**src/hbtc_params.svh**
```systemverilog
// Constants for the host buffer transfer control block.
// Assumes a Wishbone slave with word index = byte address / 4.
`ifndef HBTC_PARAMS_SVH
`define HBTC_PARAMS_SVH
// Register indices (byte address is four times the index).
`define IDX_STATUS 7'h50
`define IDX_DMA_PERMIT 7'h52
`define IDX_XFER_CTRL 7'h53
`define IDX_BUF_SIZE 7'h54
`define IDX_MODE 7'h58
`define IDX_SRST 7'h59
`define IDX_RPTR_LO 7'h5a
`define IDX_RPTR_HI 7'h5b
`define IDX_WPTR_LO 7'h5c
`define IDX_WPTR_HI 7'h5d
`define IDX_STOP_LO 7'h5e
`define IDX_STOP_HI 7'h5f
// Mode register field positions.
`define MODE_AUTO_WAIT 2
`define MODE_METHOD 3
`define MODE_AUTO_INT 4
`define MODE_NO_AUTO 5
`define MODE_WIDE 6
`define MODE_XT 7
// Transfer control and permit field positions.
`define XC_WR_EN 2
`define XC_RD_EN 3
`define XC_ROP 4
`define XC_DONE 5
`define DP_PERMIT 4
`define DP_CHAN_ON 5
// Reset values.
`define MODE_RST 8'h58
`define SIZE_RST 8'hff
`define STOP_RST 16'h01ff
`define PTR_RST 16'h0000
`endif

```
**src/hbtc_pkg.sv**
```systemverilog
// Types for the host buffer transfer control block.
// Assumes hbtc_params.svh supplies the numeric constants.
package hbtc_pkg;
  // Host access sequencer states, Gray coded along the path.
  typedef enum logic [1:0] {
    S_IDLE = 2'b00,
    S_WAIT = 2'b01,
    S_MOVE = 2'b11,
    S_HOLD = 2'b10
  } fsm_t;
  // Buffer memory request toward the RAM.
  typedef struct packed {
    logic stb;
    logic wr;
    logic [15:0] addr;
    logic [15:0] wdata;
  } buf_req_t;
  // Whole state of the block except the HOST_DATA_O read data register.
  typedef struct packed {
    logic [7:0] mode;
    logic srst;
    logic [15:0] rptr;
    logic [15:0] wptr;
    logic [15:0] stop;
    logic wr_en;
    logic rd_en;
    logic rop;
    logic done;
    logic permit;
    logic [7:0] size;
    logic hint;
    logic ack;
    logic [7:0] rdat;
    fsm_t fsm;
    logic [2:0] cnt;
    logic [2:0] acc_s;
    logic [2:0] dack_s;
    logic [2:0] fix_s;
    logic acc_st;
    logic dack_st;
    logic fix_st;
    buf_req_t breq;
    logic [15:0] hdo;
    logic hoe;
  } st_t;
endpackage

```
**src/host_buffer_transfer_control.sv**
```systemverilog
// Host buffer transfer control: host port sequencing, buffer pointers,
// stop-pointer match and the microcontroller register file.
// Assumes a classic Wishbone master on CLK and a buffer RAM that returns
// read data in the cycle of its strobe; BUF_READY says it can take a request.
// Limitation: a buffer move is not held off by BUF_READY once the sequencer
// has left the wait state, so the RAM must not drop ready mid-request.
`include "hbtc_params.svh"

module host_buffer_transfer_control (
  input wire logic CLK,
  input wire logic RST,
  input wire logic WB_CYC_I,
  input wire logic WB_STB_I,
  input wire logic WB_WE_I,
  input wire logic [8:0] WB_ADR_I,
  input wire logic [3:0] WB_SEL_I,
  input wire logic [31:0] WB_DAT_I,
  output logic [31:0] WB_DAT_O,
  output logic WB_ACK_O,
  input wire logic HOST_STROBE,
  input wire logic HOST_DACK_N,
  input wire logic HOST_FIXED_DMA_BIT,
  input wire logic HOST_AUTO_CMD,
  input wire logic [15:0] HOST_DATA_I,
  output logic [15:0] HOST_DATA_O,
  output logic HOST_DATA_OE,
  output logic HOST_READY,
  output logic HOST_DREQ,
  output logic HOST_INT,
  output logic XT_MODE,
  output logic WIDE_MODE,
  output logic AUTO_CMD_INHIBIT,
  output logic BUF_STB,
  output logic BUF_WR,
  output logic [15:0] BUF_ADDR,
  output logic [15:0] BUF_WDATA,
  input wire logic [15:0] BUF_RDATA,
  input wire logic BUF_READY
);

  // All state but HOST_DATA_O lives in one packed struct: r is the register, n its next value.
  hbtc_pkg::st_t r; // Registered state.
  hbtc_pkg::st_t n; // Next state.

  // Decoded bus request, taken in the cycle before ack rises.
  logic req;
  // Register index from the byte address.
  logic [6:0] idx;
  // Byte write strobe; only the low lane carries register data.
  logic wr8;
  // Low byte of the write data.
  logic [7:0] wd;
  // Mode decode.
  // XT interface selected.
  logic xt;
  // Programmed I/O transfer in use; XT is always programmed I/O.
  logic pio;
  // Sixteen-bit host data, AT only.
  logic wide;
  // A host transfer is enabled and not yet done.
  logic active;
  // The DMA channel is open, either by itself or through the host gate.
  logic dma_ok;
  // The host is asking for a data move this cycle.
  logic host_req;
  // The pending host access may really move data.
  logic xfer_ok;
  // Automatic wait while the buffer cannot take a request.
  logic stall;
  // Active buffer pointer for the current direction.
  logic [15:0] ptr;
  // Pointer increment, one byte or one word.
  logic [15:0] step;
  // High-byte compare mask from the buffer size register.
  logic [7:0] hmask;
  // The active pointer has reached the stop pointer.
  logic hit;
  // A host auto command that is allowed to run.
  logic auto_go;

  // Masked comparison of a pointer with the stop pointer.
  // The low byte is always compared in full; only the high byte is masked,
  // so a small buffer still stops on an exact byte.
  function automatic logic match(input logic [15:0] p, input logic [15:0] s,
                                 input logic [7:0] m);
    match = (p[7:0] == s[7:0]) && (((p[15:8] ^ s[15:8]) & m) == 8'h00);
  endfunction

  // Combinational decode used by the next-state process.
  // It reads registered state and pins only, never the next state.
  always_comb begin
    req = WB_CYC_I && WB_STB_I && !r.ack;
    idx = WB_ADR_I[8:2];
    wr8 = req && WB_WE_I && WB_SEL_I[0];
    wd = WB_DAT_I[7:0];
    xt = r.mode[`MODE_XT];
    pio = xt || r.mode[`MODE_METHOD];
    wide = !xt && r.mode[`MODE_WIDE];
    // Soft reset and a finished transfer both refuse host moves.
    active = (r.wr_en || r.rd_en) && !r.done && !r.srst;
    // A set permit hands the channel gate to the host.
    dma_ok = !pio && (!r.permit || r.fix_st);
    // DMA may be answered by acknowledge or by a PIO access.
    host_req = r.acc_st || (!pio && r.dack_st);
    xfer_ok = active && (pio ? r.acc_st : dma_ok);
    stall = r.mode[`MODE_AUTO_WAIT] && !BUF_READY;
    // The read enable wins if software sets both enables.
    ptr = r.rd_en ? r.rptr : r.wptr;
    step = wide ? 16'h0002 : 16'h0001;
    // Bit 0 of the size register is the interrupt reset enable, so the
    // lowest high-byte bit is always compared.
    hmask = {r.size[7:1], 1'b1};
    hit = match(ptr, r.stop, hmask) ||
          (wide && match(ptr + 16'h0001, r.stop, hmask));
    // Automatic command runs only in AT mode, out of soft reset.
    auto_go = HOST_AUTO_CMD && !xt && !r.mode[`MODE_NO_AUTO] && !r.srst;
  end

  // Next state: bus slave, host sequencer, pointers and flags.
  // Later sections override earlier ones, so the order sets priority:
  // a register write beats a hardware clear, an auto command beats a register
  // write, and the reset register beats everything.
  always_comb begin
    n = r;
    n.ack = req;
    n.breq.stb = 1'b0;
    // Three-stage synchronisers; a level counts once stages 2 and 3 agree.
    // The host pins are asynchronous to CLK; the agreement test also filters
    // a one-cycle glitch that a plain two-stage synchroniser would pass on.
    n.acc_s = {r.acc_s[1:0], HOST_STROBE};
    n.dack_s = {r.dack_s[1:0], !HOST_DACK_N};
    n.fix_s = {r.fix_s[1:0], HOST_FIXED_DMA_BIT};
    if (r.acc_s[1] == r.acc_s[2]) begin
      n.acc_st = r.acc_s[2];
    end
    if (r.dack_s[1] == r.dack_s[2]) begin
      n.dack_st = r.dack_s[2];
    end
    if (r.fix_s[1] == r.fix_s[2]) begin
      n.fix_st = r.fix_s[2];
    end

    // Read mux; unmapped addresses read as zero and still ack.
    // The data is registered here so WB_DAT_O stands until the next request.
    if (req) begin
      case (idx)
        `IDX_STATUS: n.rdat = {7'h00, r.done};
        `IDX_DMA_PERMIT: n.rdat = {2'b00, r.fix_st, r.permit, 4'h0};
        `IDX_XFER_CTRL: n.rdat = {2'b00, r.done, r.rop, r.rd_en, r.wr_en, 2'b00};
        `IDX_BUF_SIZE: n.rdat = r.size;
        `IDX_MODE: n.rdat = r.mode;
        `IDX_SRST: n.rdat = {7'h00, r.srst};
        `IDX_RPTR_LO: n.rdat = r.rptr[7:0];
        `IDX_RPTR_HI: n.rdat = r.rptr[15:8];
        `IDX_WPTR_LO: n.rdat = r.wptr[7:0];
        `IDX_WPTR_HI: n.rdat = r.wptr[15:8];
        `IDX_STOP_LO: n.rdat = r.stop[7:0];
        `IDX_STOP_HI: n.rdat = r.stop[15:8];
        default: n.rdat = 8'h00;
      endcase
    end

    // Host access sequencer.
    // IDLE waits for an access, WAIT holds ready low, MOVE runs one buffer
    // cycle and HOLD waits for the host to end the access.
    case (r.fsm)
      hbtc_pkg::S_IDLE: begin
        n.hoe = 1'b0;
        if (host_req) begin
          // Field 01..11 loads 1..3, which gives 2..4 wait cycles, the top of
          // each range. Field 00 loads zero.
          n.cnt = {1'b0, r.mode[1:0]};
          if (xfer_ok && (!r.acc_st || ((r.mode[1:0] == 2'b00) && !stall))) begin
            // A DMA acknowledge never waits, and field 00 skips the wait state
            // unless the buffer is busy.
            n.fsm = hbtc_pkg::S_MOVE;
          end else begin
            // An access that cannot move data is let through without waits.
            n.fsm = xfer_ok ? hbtc_pkg::S_WAIT : hbtc_pkg::S_HOLD;
          end
        end
      end
      hbtc_pkg::S_WAIT: begin
        // Count the programmed waits first, then any automatic ones.
        if (r.cnt != 3'd0) begin
          n.cnt = r.cnt - 3'd1;
        end else if (!stall) begin
          n.fsm = hbtc_pkg::S_MOVE;
        end
      end
      hbtc_pkg::S_MOVE: begin
        // One buffer cycle: the word or byte moves and the pointer steps.
        // The strobe is issued even if the buffer drops ready here; see the
        // limitation in the file header.
        n.breq.stb = 1'b1;
        n.breq.wr = r.wr_en && !r.rd_en;
        n.breq.addr = ptr;
        n.breq.wdata = wide ? HOST_DATA_I : {8'h00, HOST_DATA_I[7:0]};
        if (r.rd_en) begin
          n.rptr = r.rptr + step;
          n.hoe = 1'b1;
        end else begin
          n.wptr = r.wptr + step;
        end
        // The pointer lands one beyond the stop value, or two beyond when a wide move matches on its first byte.
        if (hit) begin
          n.done = 1'b1;
        end
        if (r.size[0]) begin
          n.hint = 1'b0;
        end
        n.fsm = hbtc_pkg::S_HOLD;
      end
      hbtc_pkg::S_HOLD: begin
        // Wait for the host to end its strobe before the next access.
        // This also keeps a long strobe from moving a second byte.
        if (!host_req) begin
          n.fsm = hbtc_pkg::S_IDLE;
        end
      end
      default: n.fsm = hbtc_pkg::S_IDLE;
    endcase

    // Register writes from the microcontroller.
    // Only the low byte lane is decoded; a write with SEL[0] low is still
    // acknowledged and changes nothing unless it hits the reset register, which
    // still clears state. Read-only bits ignore writes.
    if (wr8) begin
      case (idx)
        `IDX_DMA_PERMIT: n.permit = wd[`DP_PERMIT];
        `IDX_XFER_CTRL: begin
          n.wr_en = wd[`XC_WR_EN];
          n.rd_en = wd[`XC_RD_EN];
          n.rop = wd[`XC_ROP];
          // A fresh enable raises the host interrupt.
          if (r.mode[`MODE_AUTO_INT] && !xt &&
              ((wd[`XC_WR_EN] && !r.wr_en) || (wd[`XC_RD_EN] && !r.rd_en))) begin
            n.hint = 1'b1;
          end
        end
        `IDX_BUF_SIZE: n.size = wd;
        `IDX_MODE: n.mode = wd;
        `IDX_RPTR_LO: n.rptr[7:0] = wd;
        `IDX_RPTR_HI: n.rptr[15:8] = wd;
        `IDX_WPTR_LO: n.wptr[7:0] = wd;
        `IDX_WPTR_HI: n.wptr[15:8] = wd;
        `IDX_STOP_LO: n.stop[7:0] = wd;
        `IDX_STOP_HI: begin
          n.stop[15:8] = wd;
          // With an enable still set this starts a new transfer cycle, but a
          // match landing in the same cycle keeps done set.
          if (r.wr_en || r.rd_en) begin
            n.done = (r.fsm == hbtc_pkg::S_MOVE) && hit;
            if (r.mode[`MODE_AUTO_INT] && !xt) begin
              n.hint = 1'b1;
            end
          end
        end
        default: n.rptr = n.rptr;
      endcase
    end

    // Automatic host command: write pointer to zero, stop to 01FF.
    // It clears done even when a match lands in the same cycle, since the
    // command starts a fresh transfer from the bottom of the buffer.
    if (auto_go) begin
      n.wptr = `PTR_RST;
      n.stop = `STOP_RST;
      n.wr_en = 1'b1;
      n.rd_en = 1'b0;
      n.rop = 1'b0;
      n.done = 1'b0;
      if (r.mode[`MODE_AUTO_INT]) begin
        n.hint = 1'b1;
      end
    end

    // Any write to the reset register, or a held soft-reset bit, clears
    // the buffer and host state and aborts the host operation.
    // Mode and buffer size survive it; only power-on reset sets those.
    if (wr8 && idx == `IDX_SRST) begin
      n.srst = wd[0];
    end
    if ((req && WB_WE_I && idx == `IDX_SRST) || r.srst) begin
      n.rptr = `PTR_RST;
      n.wptr = `PTR_RST;
      n.stop = `STOP_RST;
      n.done = 1'b0;
      n.wr_en = 1'b0;
      n.rd_en = 1'b0;
      n.rop = 1'b0;
      n.permit = 1'b0;
      n.hint = 1'b0;
      n.hoe = 1'b0;
      n.breq.stb = 1'b0;
      n.fsm = hbtc_pkg::S_IDLE;
    end
  end

  // State register; power-on values are constants only.
  // Fields without a listed reset value start at zero through the blanket
  // clear, which keeps the reset branch to constants.
  always_ff @(posedge CLK or posedge RST) begin
    if (RST) begin
      r <= '0;
      r.mode <= `MODE_RST;
      r.srst <= 1'b1;
      r.stop <= `STOP_RST;
      r.size <= `SIZE_RST;
      r.fsm <= hbtc_pkg::S_IDLE;
    end else begin
      r <= n;
    end
  end

  // Ready falls only while a selected access waits or stalls.
  // It is combinational so the host sees the wait in the same cycle as the
  // state that causes it; a DMA acknowledge never pulls it low.
  assign HOST_READY = !((r.fsm == hbtc_pkg::S_WAIT) ||
                        ((r.fsm == hbtc_pkg::S_MOVE) && stall && r.acc_st));
  // DMA request only in AT DMA mode with the channel gated on.
  // It drops while an access is in flight so one request gives one move.
  assign HOST_DREQ = !pio && active && dma_ok && (r.fsm == hbtc_pkg::S_IDLE);
  // Interrupt and mode outputs are copies of registered state; WIDE_MODE is also forced low in XT mode.
  assign HOST_INT = r.hint;
  assign XT_MODE = xt;
  assign WIDE_MODE = wide;
  assign AUTO_CMD_INHIBIT = r.mode[`MODE_NO_AUTO];
  // Buffer request, all fields registered in the MOVE cycle.
  assign BUF_STB = r.breq.stb;
  assign BUF_WR = r.breq.wr;
  assign BUF_ADDR = r.breq.addr;
  assign BUF_WDATA = r.breq.wdata;
  assign HOST_DATA_OE = r.hoe;
  assign WB_ACK_O = r.ack;
  assign WB_DAT_O = {24'h00_0000, r.rdat};

  // Read data for the host is captured one cycle after the buffer strobe.
  // The buffer answers in the strobe cycle, so the capture edge is the one
  // that ends it; narrow transfers clear the upper byte.
  always_ff @(posedge CLK or posedge RST) begin
    if (RST) begin
      HOST_DATA_O <= 16'h0000;
    end else if (r.breq.stb && !r.breq.wr) begin
      HOST_DATA_O <= wide ? BUF_RDATA : {8'h00, BUF_RDATA[7:0]};
    end
  end

endmodule

```
**config.mk**
```make
export PLATFORM = sky130hd
export DESIGN_NAME = host_buffer_transfer_control
export DESIGN_NICKNAME = d
export VERILOG_FILES = /design/src/hbtc_pkg.sv /design/src/host_buffer_transfer_control.sv
export VERILOG_INCLUDE_DIRS = /design/src /design/src/src
export SDC_FILE = /design/constraint.sdc
export NUM_CORES = 1
export LEC_CHECK = 0
export BUFFER_PORTS_ARGS = -buffer_cell sky130_fd_sc_hd__buf_2
export CORE_ASPECT_RATIO = 0.6
export CORE_MARGIN = 10
export CORE_UTILIZATION = 35
export DETAILED_ROUTE_END_ITERATION = 10
export GPL_TIMING_DRIVEN = 0
export PLACE_DENSITY_LB_ADDON = 0.05
export SETUP_SLACK_MARGIN = 0.1
export SLEW_MARGIN = 20
export SYNTH_ARGS = -nofsm -noshare
export SYNTH_HDL_FRONTEND = slang
export SYNTH_SLANG_ARGS = --single-unit
```
**constraint.sdc**
```tcl
create_clock -name CLK -period 8.2 [get_ports CLK]
set_input_delay 0.41 -clock CLK [delete_from_list [all_inputs] [get_ports CLK]]
set_output_delay 0.41 -clock CLK [all_outputs]
set_load 0.02 [all_outputs]
```
Yosys cells after proc, flatten, opt, wreduce, memory -nomap -nowiden --
Index checks and enable logic that the tools add are counted.
Cells by class: equal/unequal tests 27, reduce and logical (&&, ||, !) cells 79, add/sub/neg operators 4, bitwise logic cells 4, multiplexer cells 49
Operators by type and width (number):
- 8-bit one-hot mux with 12 select lines | 1
- 7-bit == test, second input constant | 12
- 16-bit two-way mux | 5
- 62-bit two-way mux | 1
- 8-bit two-way mux | 7
- 53-bit two-way mux | 1
- 36-bit two-way mux | 1
- 34-bit two-way mux | 1
- 1-bit logical AND | 33
- 16-bit by 2-bit adder with 16-bit output | 2
- 32-bit two-way mux | 1
- 3-bit nonzero test | 6
- 1-bit two-way mux | 17
- 16-bit by 1-bit adder with 16-bit output, second input constant | 1
- 8-bit bitwise AND | 2
- 8-bit == test | 2
- 8-bit logical NOT | 2
- 8-bit bitwise XOR | 2
- 1-bit logical NOT | 15
- 3-bit inequality test, second input constant | 5
- 2-bit two-way mux | 7
- 2-bit AND reduction | 7
- 1-bit logical OR | 9
- 2-bit one-hot mux with 4 select lines | 1
- 13 further kinds | 22
Word-level totals: input bits 87, bits in registers 148, logic and storage cells 192, output and inout port bits 90

Depth between registers and ports, before layout --
depth in word-level cells 16, depth in mapped cells 12, depth with buffers taken out 10

Worst setup path after synthesis --
Ideal clock, no wire load.
kind reg-to-reg, start point register r, in the netlist XT_MODE, end point register r[138] (netlist name), setup time 0.087 ns, stages on the path, launching flop included 10, path buffers 0, required time 8.113 ns, period minus slack after synthesis 2.566 ns, arrival time 2.479 ns, path slack 5.634 ns, path through dfrtp_1 nand2b_1 inv_1 ha_1 a21o_1 nand3_4 or2_4 or4_1 xor2_1 a211oi_2
RTL lines:
- start, declared | line host_buffer_transfer_control.sv:42 | hbtc_pkg::st_t r;
- start signal, assigned | line host_buffer_transfer_control.sv:312 | r <= n;

==> load_flow_metrics.sql <==
INSERT INTO impl_metrics (metric_group, metric, value, unit) VALUES
('outcome', 'run_status', 'finished clean', ''),
('route', 'routed.top_layer', 'met4', ''),
('sta', 'final_number_of_max_transition_violations', '0', ''),
('clocking', 'cts.repair.resized', '0', ''),
('synth', 'distinct_cell_type_count_of_the_synthesized_netlist', '70', ''),
('route', 'route.detailed.vias_per_inst', '5.21', ''),
('hold_path', 'hp-class', 'in2async', ''),
('clocking', 'clkSlewWorstSetupHoldPaths', '0.07', 'ns'),
('sta', 'finalHoldViolCount', '0', ''),
('route', 'met2_wire_length', '11500', 'um'),
('route', 'wl_met3', '2800', 'um'),
('clocking', 'number_of_cts_inserted_buffers', '17', ''),
('synth', 'synth_enable_flop_cells', '0', ''),
('finish', 'fillCellCount', '2365', ''),
('sta', 'postLayoutSetupSlackWorst', '5.11', 'ns'),
('route', 'drt_drc_violations_left', '0', ''),
('sta', 'timing.slew.headroom', '0.289', ''),
('grt', 'grt_pass1_wl', '43900', 'um'),
('floorplan', 'core', '23400', 'um^2'),
('place', 'numPortBuffers', '112', ''),
('finish', 'fin_cells', '1326', ''),
('power_and_ir_drop', 'fin_total_pwr', '2.25', 'mW'),
('critical_path', 'required_time_of_the_critical_path', '8.54', 'ns'),
('critical_path', 'timing.reg2reg.worst_path_depth', '8', ''),
('grt', 'groute.usage.overall', '0.189', ''),
('clocking', 'ctsRootBufferMaster', 'sky130_fd_sc_hd__clkbuf_16', ''),
('clocking', 'hold_buffers', '0', ''),
('critical_path', 'cp-end-kind', 'flip-flop', ''),
('sta', 'maximum_clock_skew_at_final_layout', '0.00999', 'ns'),
('floorplan', 'die_area', '30900', 'um^2'),
('place', 'pre_cts_slack', '5.16', 'ns'),
('grt', 'antenna_found_initial', '1', ''),
('floorplan', 'die_height', '140', 'um'),
('floorplan', 'floorplan.initialDensity', '0.360', ''),
('synth', 'post-synth-top-area-fraction', '0.377', ''),
('finish', 'multiInputGateArea', '3930', 'um^2'),
('grt', 'largest_net_degree_at_the_start_of_global_routing', '92', ''),
('grt', 'grt_pass1_vias', '6740', ''),
('finish', 'area.sequential', '3730', 'um^2'),
('critical_path', 'worstSetupStartpointType', 'flip-flop', ''),
('clocking', 'cts_htree_levels', '4', ''),
('synth', 'synth_area_leader_cell', 'sky130_fd_sc_hd__dfrtp_1', ''),
('place', 'post-dp-hpwl', '22200', 'um'),
('finish', 'layout.nets', '1094', ''),
('finish', 'antenna_cells_inserted', '0', ''),
('clocking', 'clock_insertion_delay_worst_skew', '0.44', 'ns'),
('critical_path', 'timing.setup.critical_path_class', 'reg2reg', ''),
('finish', 'synthToLayoutAreaGrowth', '20.3', '%'),
('critical_path', 'worstPathArrival', '3.43', 'ns'),
('grt', 'gr-total-overflow', '0', ''),
('route', 'first_pass_iters', '5', ''),
('synth', 'synth_area_per_cell', '9.99', 'um^2'),
('sta', 'max_freq', '323', 'MHz'),
('finish', 'most_frequent_cells_in_the_layout', '127 x sky130_fd_sc_hd__dfrtp_1, 123 x sky130_fd_sc_hd__buf_2, 93 x sky130_fd_sc_hd__nand2_1', ''),
('clocking', 'cts.repair_timing.setup_buffer_count', '0', ''),
('place', 'post-place-cells', '1294', ''),
('floorplan', 'die_w', '220', 'um'),
('synth', 'synth-seq-area-share', '0.443', ''),
('synth', 'synthesis.area', '8420', 'um^2'),
('clocking', 'cts_tree', 'built', ''),
('power_and_ir_drop', 'vdd_drop_max', '0.000135', 'V'),
('finish', 'mostFrequentLayoutCell', 'sky130_fd_sc_hd__dfrtp_1', ''),
('route', 'route.antenna.remaining_nets', '0', ''),
('synth', 'synth_area_leaders', 'sky130_fd_sc_hd__dfrtp_1 38%, sky130_fd_sc_hd__dfstp_2 6.6%, sky130_fd_sc_hd__buf_4 5.9%', ''),
('synth', 'async_flop_share', '1.00', ''),
('finish', 'drive_gt1_frac', '0.306', ''),
('route', 'routed_wirelength', '29200', 'um'),
('synth', 'synth.yosys.warnings', '0', ''),
('synth', 'synth_ff_type', 'sky130_fd_sc_hd__dfrtp_1', ''),
('clocking', 'cts.sink_count', '148', ''),
('sta', 'timing_worst_slew_pin_value', '1.06', 'ns');
per-layer routing:
metal	vias up	track usage
met5	-	0
met4	0	0.0373
met3	26	0.0609
met2	275	0.246
met1	3414	0.290
li1	3190	-
cells in the mapped netlist, types with 3 or more instances:
cell type                  number
sky130_fd_sc_hd__dfrtp_1      127
sky130_fd_sc_hd__nand2_1       93
sky130_fd_sc_hd__nor2_1        72
sky130_fd_sc_hd__buf_4         66
sky130_fd_sc_hd__o21ai_0       47
sky130_fd_sc_hd__mux2_2        39
sky130_fd_sc_hd__mux2i_1       33
sky130_fd_sc_hd__nand3_1       30
sky130_fd_sc_hd__xnor2_1       30
sky130_fd_sc_hd__a211oi_1      29
sky130_fd_sc_hd__clkbuf_1      29
sky130_fd_sc_hd__xor2_1        26
sky130_fd_sc_hd__a22o_1        22
sky130_fd_sc_hd__dfstp_2       21
sky130_fd_sc_hd__inv_1         14
sky130_fd_sc_hd__a21oi_1       13
sky130_fd_sc_hd__buf_2         11
sky130_fd_sc_hd__nand4_1       11
sky130_fd_sc_hd__a221oi_1       9
sky130_fd_sc_hd__a22oi_1        9
sky130_fd_sc_hd__nor3_1         9
sky130_fd_sc_hd__ha_1           7
sky130_fd_sc_hd__and3_1         6
sky130_fd_sc_hd__nor4_1         6
sky130_fd_sc_hd__clkbuf_8       4
sky130_fd_sc_hd__mux4_2         4
sky130_fd_sc_hd__nand2b_1       4
sky130_fd_sc_hd__nand3b_1       4
sky130_fd_sc_hd__o22ai_1        4
sky130_fd_sc_hd__a211oi_2       3
sky130_fd_sc_hd__buf_6          3
sky130_fd_sc_hd__maj3_1         3
sky130_fd_sc_hd__nand4b_1       3
sky130_fd_sc_hd__nor2b_1        3
final timing paths:
kind	startpoint	endpoint	slack, ns
hold / removal	RST	r[53]$_DFFE_PP0N_	0.08
min in group CLK	HOST_FIXED_DMA_BIT	n[55]$_DFF_PP0_	0.08
setup / recovery	XT_MODE$_DFFE_PP0P_	r[116]$_DFF_PP0_	5.11
max in group asynchronous	RST	r[95]$_DFFE_PP1P_	7.35
hold reg to reg	n[58]$_DFF_PP0_	n[59]$_DFF_PP0_	0.35
setup reg to reg	XT_MODE$_DFFE_PP0P_	r[116]$_DFF_PP0_	5.11
area by class of cell:
class,count,share of cell area
Timing Repair Buffer,113,0.0581
Clock inverter,15,0.0203
Sequential cell,148,0.368
Tap cell,315,0.0389
Multi-Input combinational cell,587,0.388
Buffer,117,0.0789
Inverter,14,0.00593
Clock buffer,17,0.0420
state kept, by name, indices dropped and copies added (netlist names):
| register | count |
|---|---|
| WB_DAT_O | 8 |
| XT_MODE | 1 |
| HOST_DATA_O | 16 |
| BUF_STB | 1 |
| BUF_WDATA | 16 |
| HOST_DATA_OE | 1 |
| hmask | 7 |
| r | 72 |
| BUF_ADDR | 16 |
| HOST_INT | 1 |
| AUTO_CMD_INHIBIT | 1 |
| WB_ACK_O | 1 |
| n | 6 |
| BUF_WR | 1 |
kinds of logic after synthesis:
logic type,count (synthesis),share of synthesized area
XOR/XNOR,56,0.0582
other,1,0.000445
buffers and inverters,131,0.101
flip-flops,148,0.443
multiplexers,76,0.102
AO/OA/AOI/OAI,158,0.130
AND/OR/NAND/NOR,261,0.146
adder cells (fa/ha/maj),12,0.0187
metrics by stage:
step                area [um^2]  utilization  hold slack, ns
floorplan                  8510            -           0.331
global placement           9460        0.404           0.334
detailed placement         9500        0.406           0.336
CTS                       10100        0.433          0.0628
global route              10100        0.433          0.0647
finish                    10100        0.433          0.0811
critical path, cell delays in order, from the launching register on:
cell and delay (ns):
sky130_fd_sc_hd__dfrtp_1 0.56, sky130_fd_sc_hd__nand2b_1 0.35, sky130_fd_sc_hd__inv_1 0.23, sky130_fd_sc_hd__ha_1 0.33, sky130_fd_sc_hd__a21oi_1 0.08, sky130_fd_sc_hd__nor3_1 0.81, sky130_fd_sc_hd__nand4_1 0.20, sky130_fd_sc_hd__xor2_1 0.18
sky130_fd_sc_hd__a211oi_1 0.24
power breakdown:
group | internal (mW) | switching (mW) | total [mW]
clock | 0.512 | 0.340 | 0.853
combinational | 0.209 | 0.280 | 0.489
sequential | 0.824 | 0.0877 | 0.911
total | 1.54 | 0.708 | 2.25
Note: power is estimated with default switching activity, not from simulation.
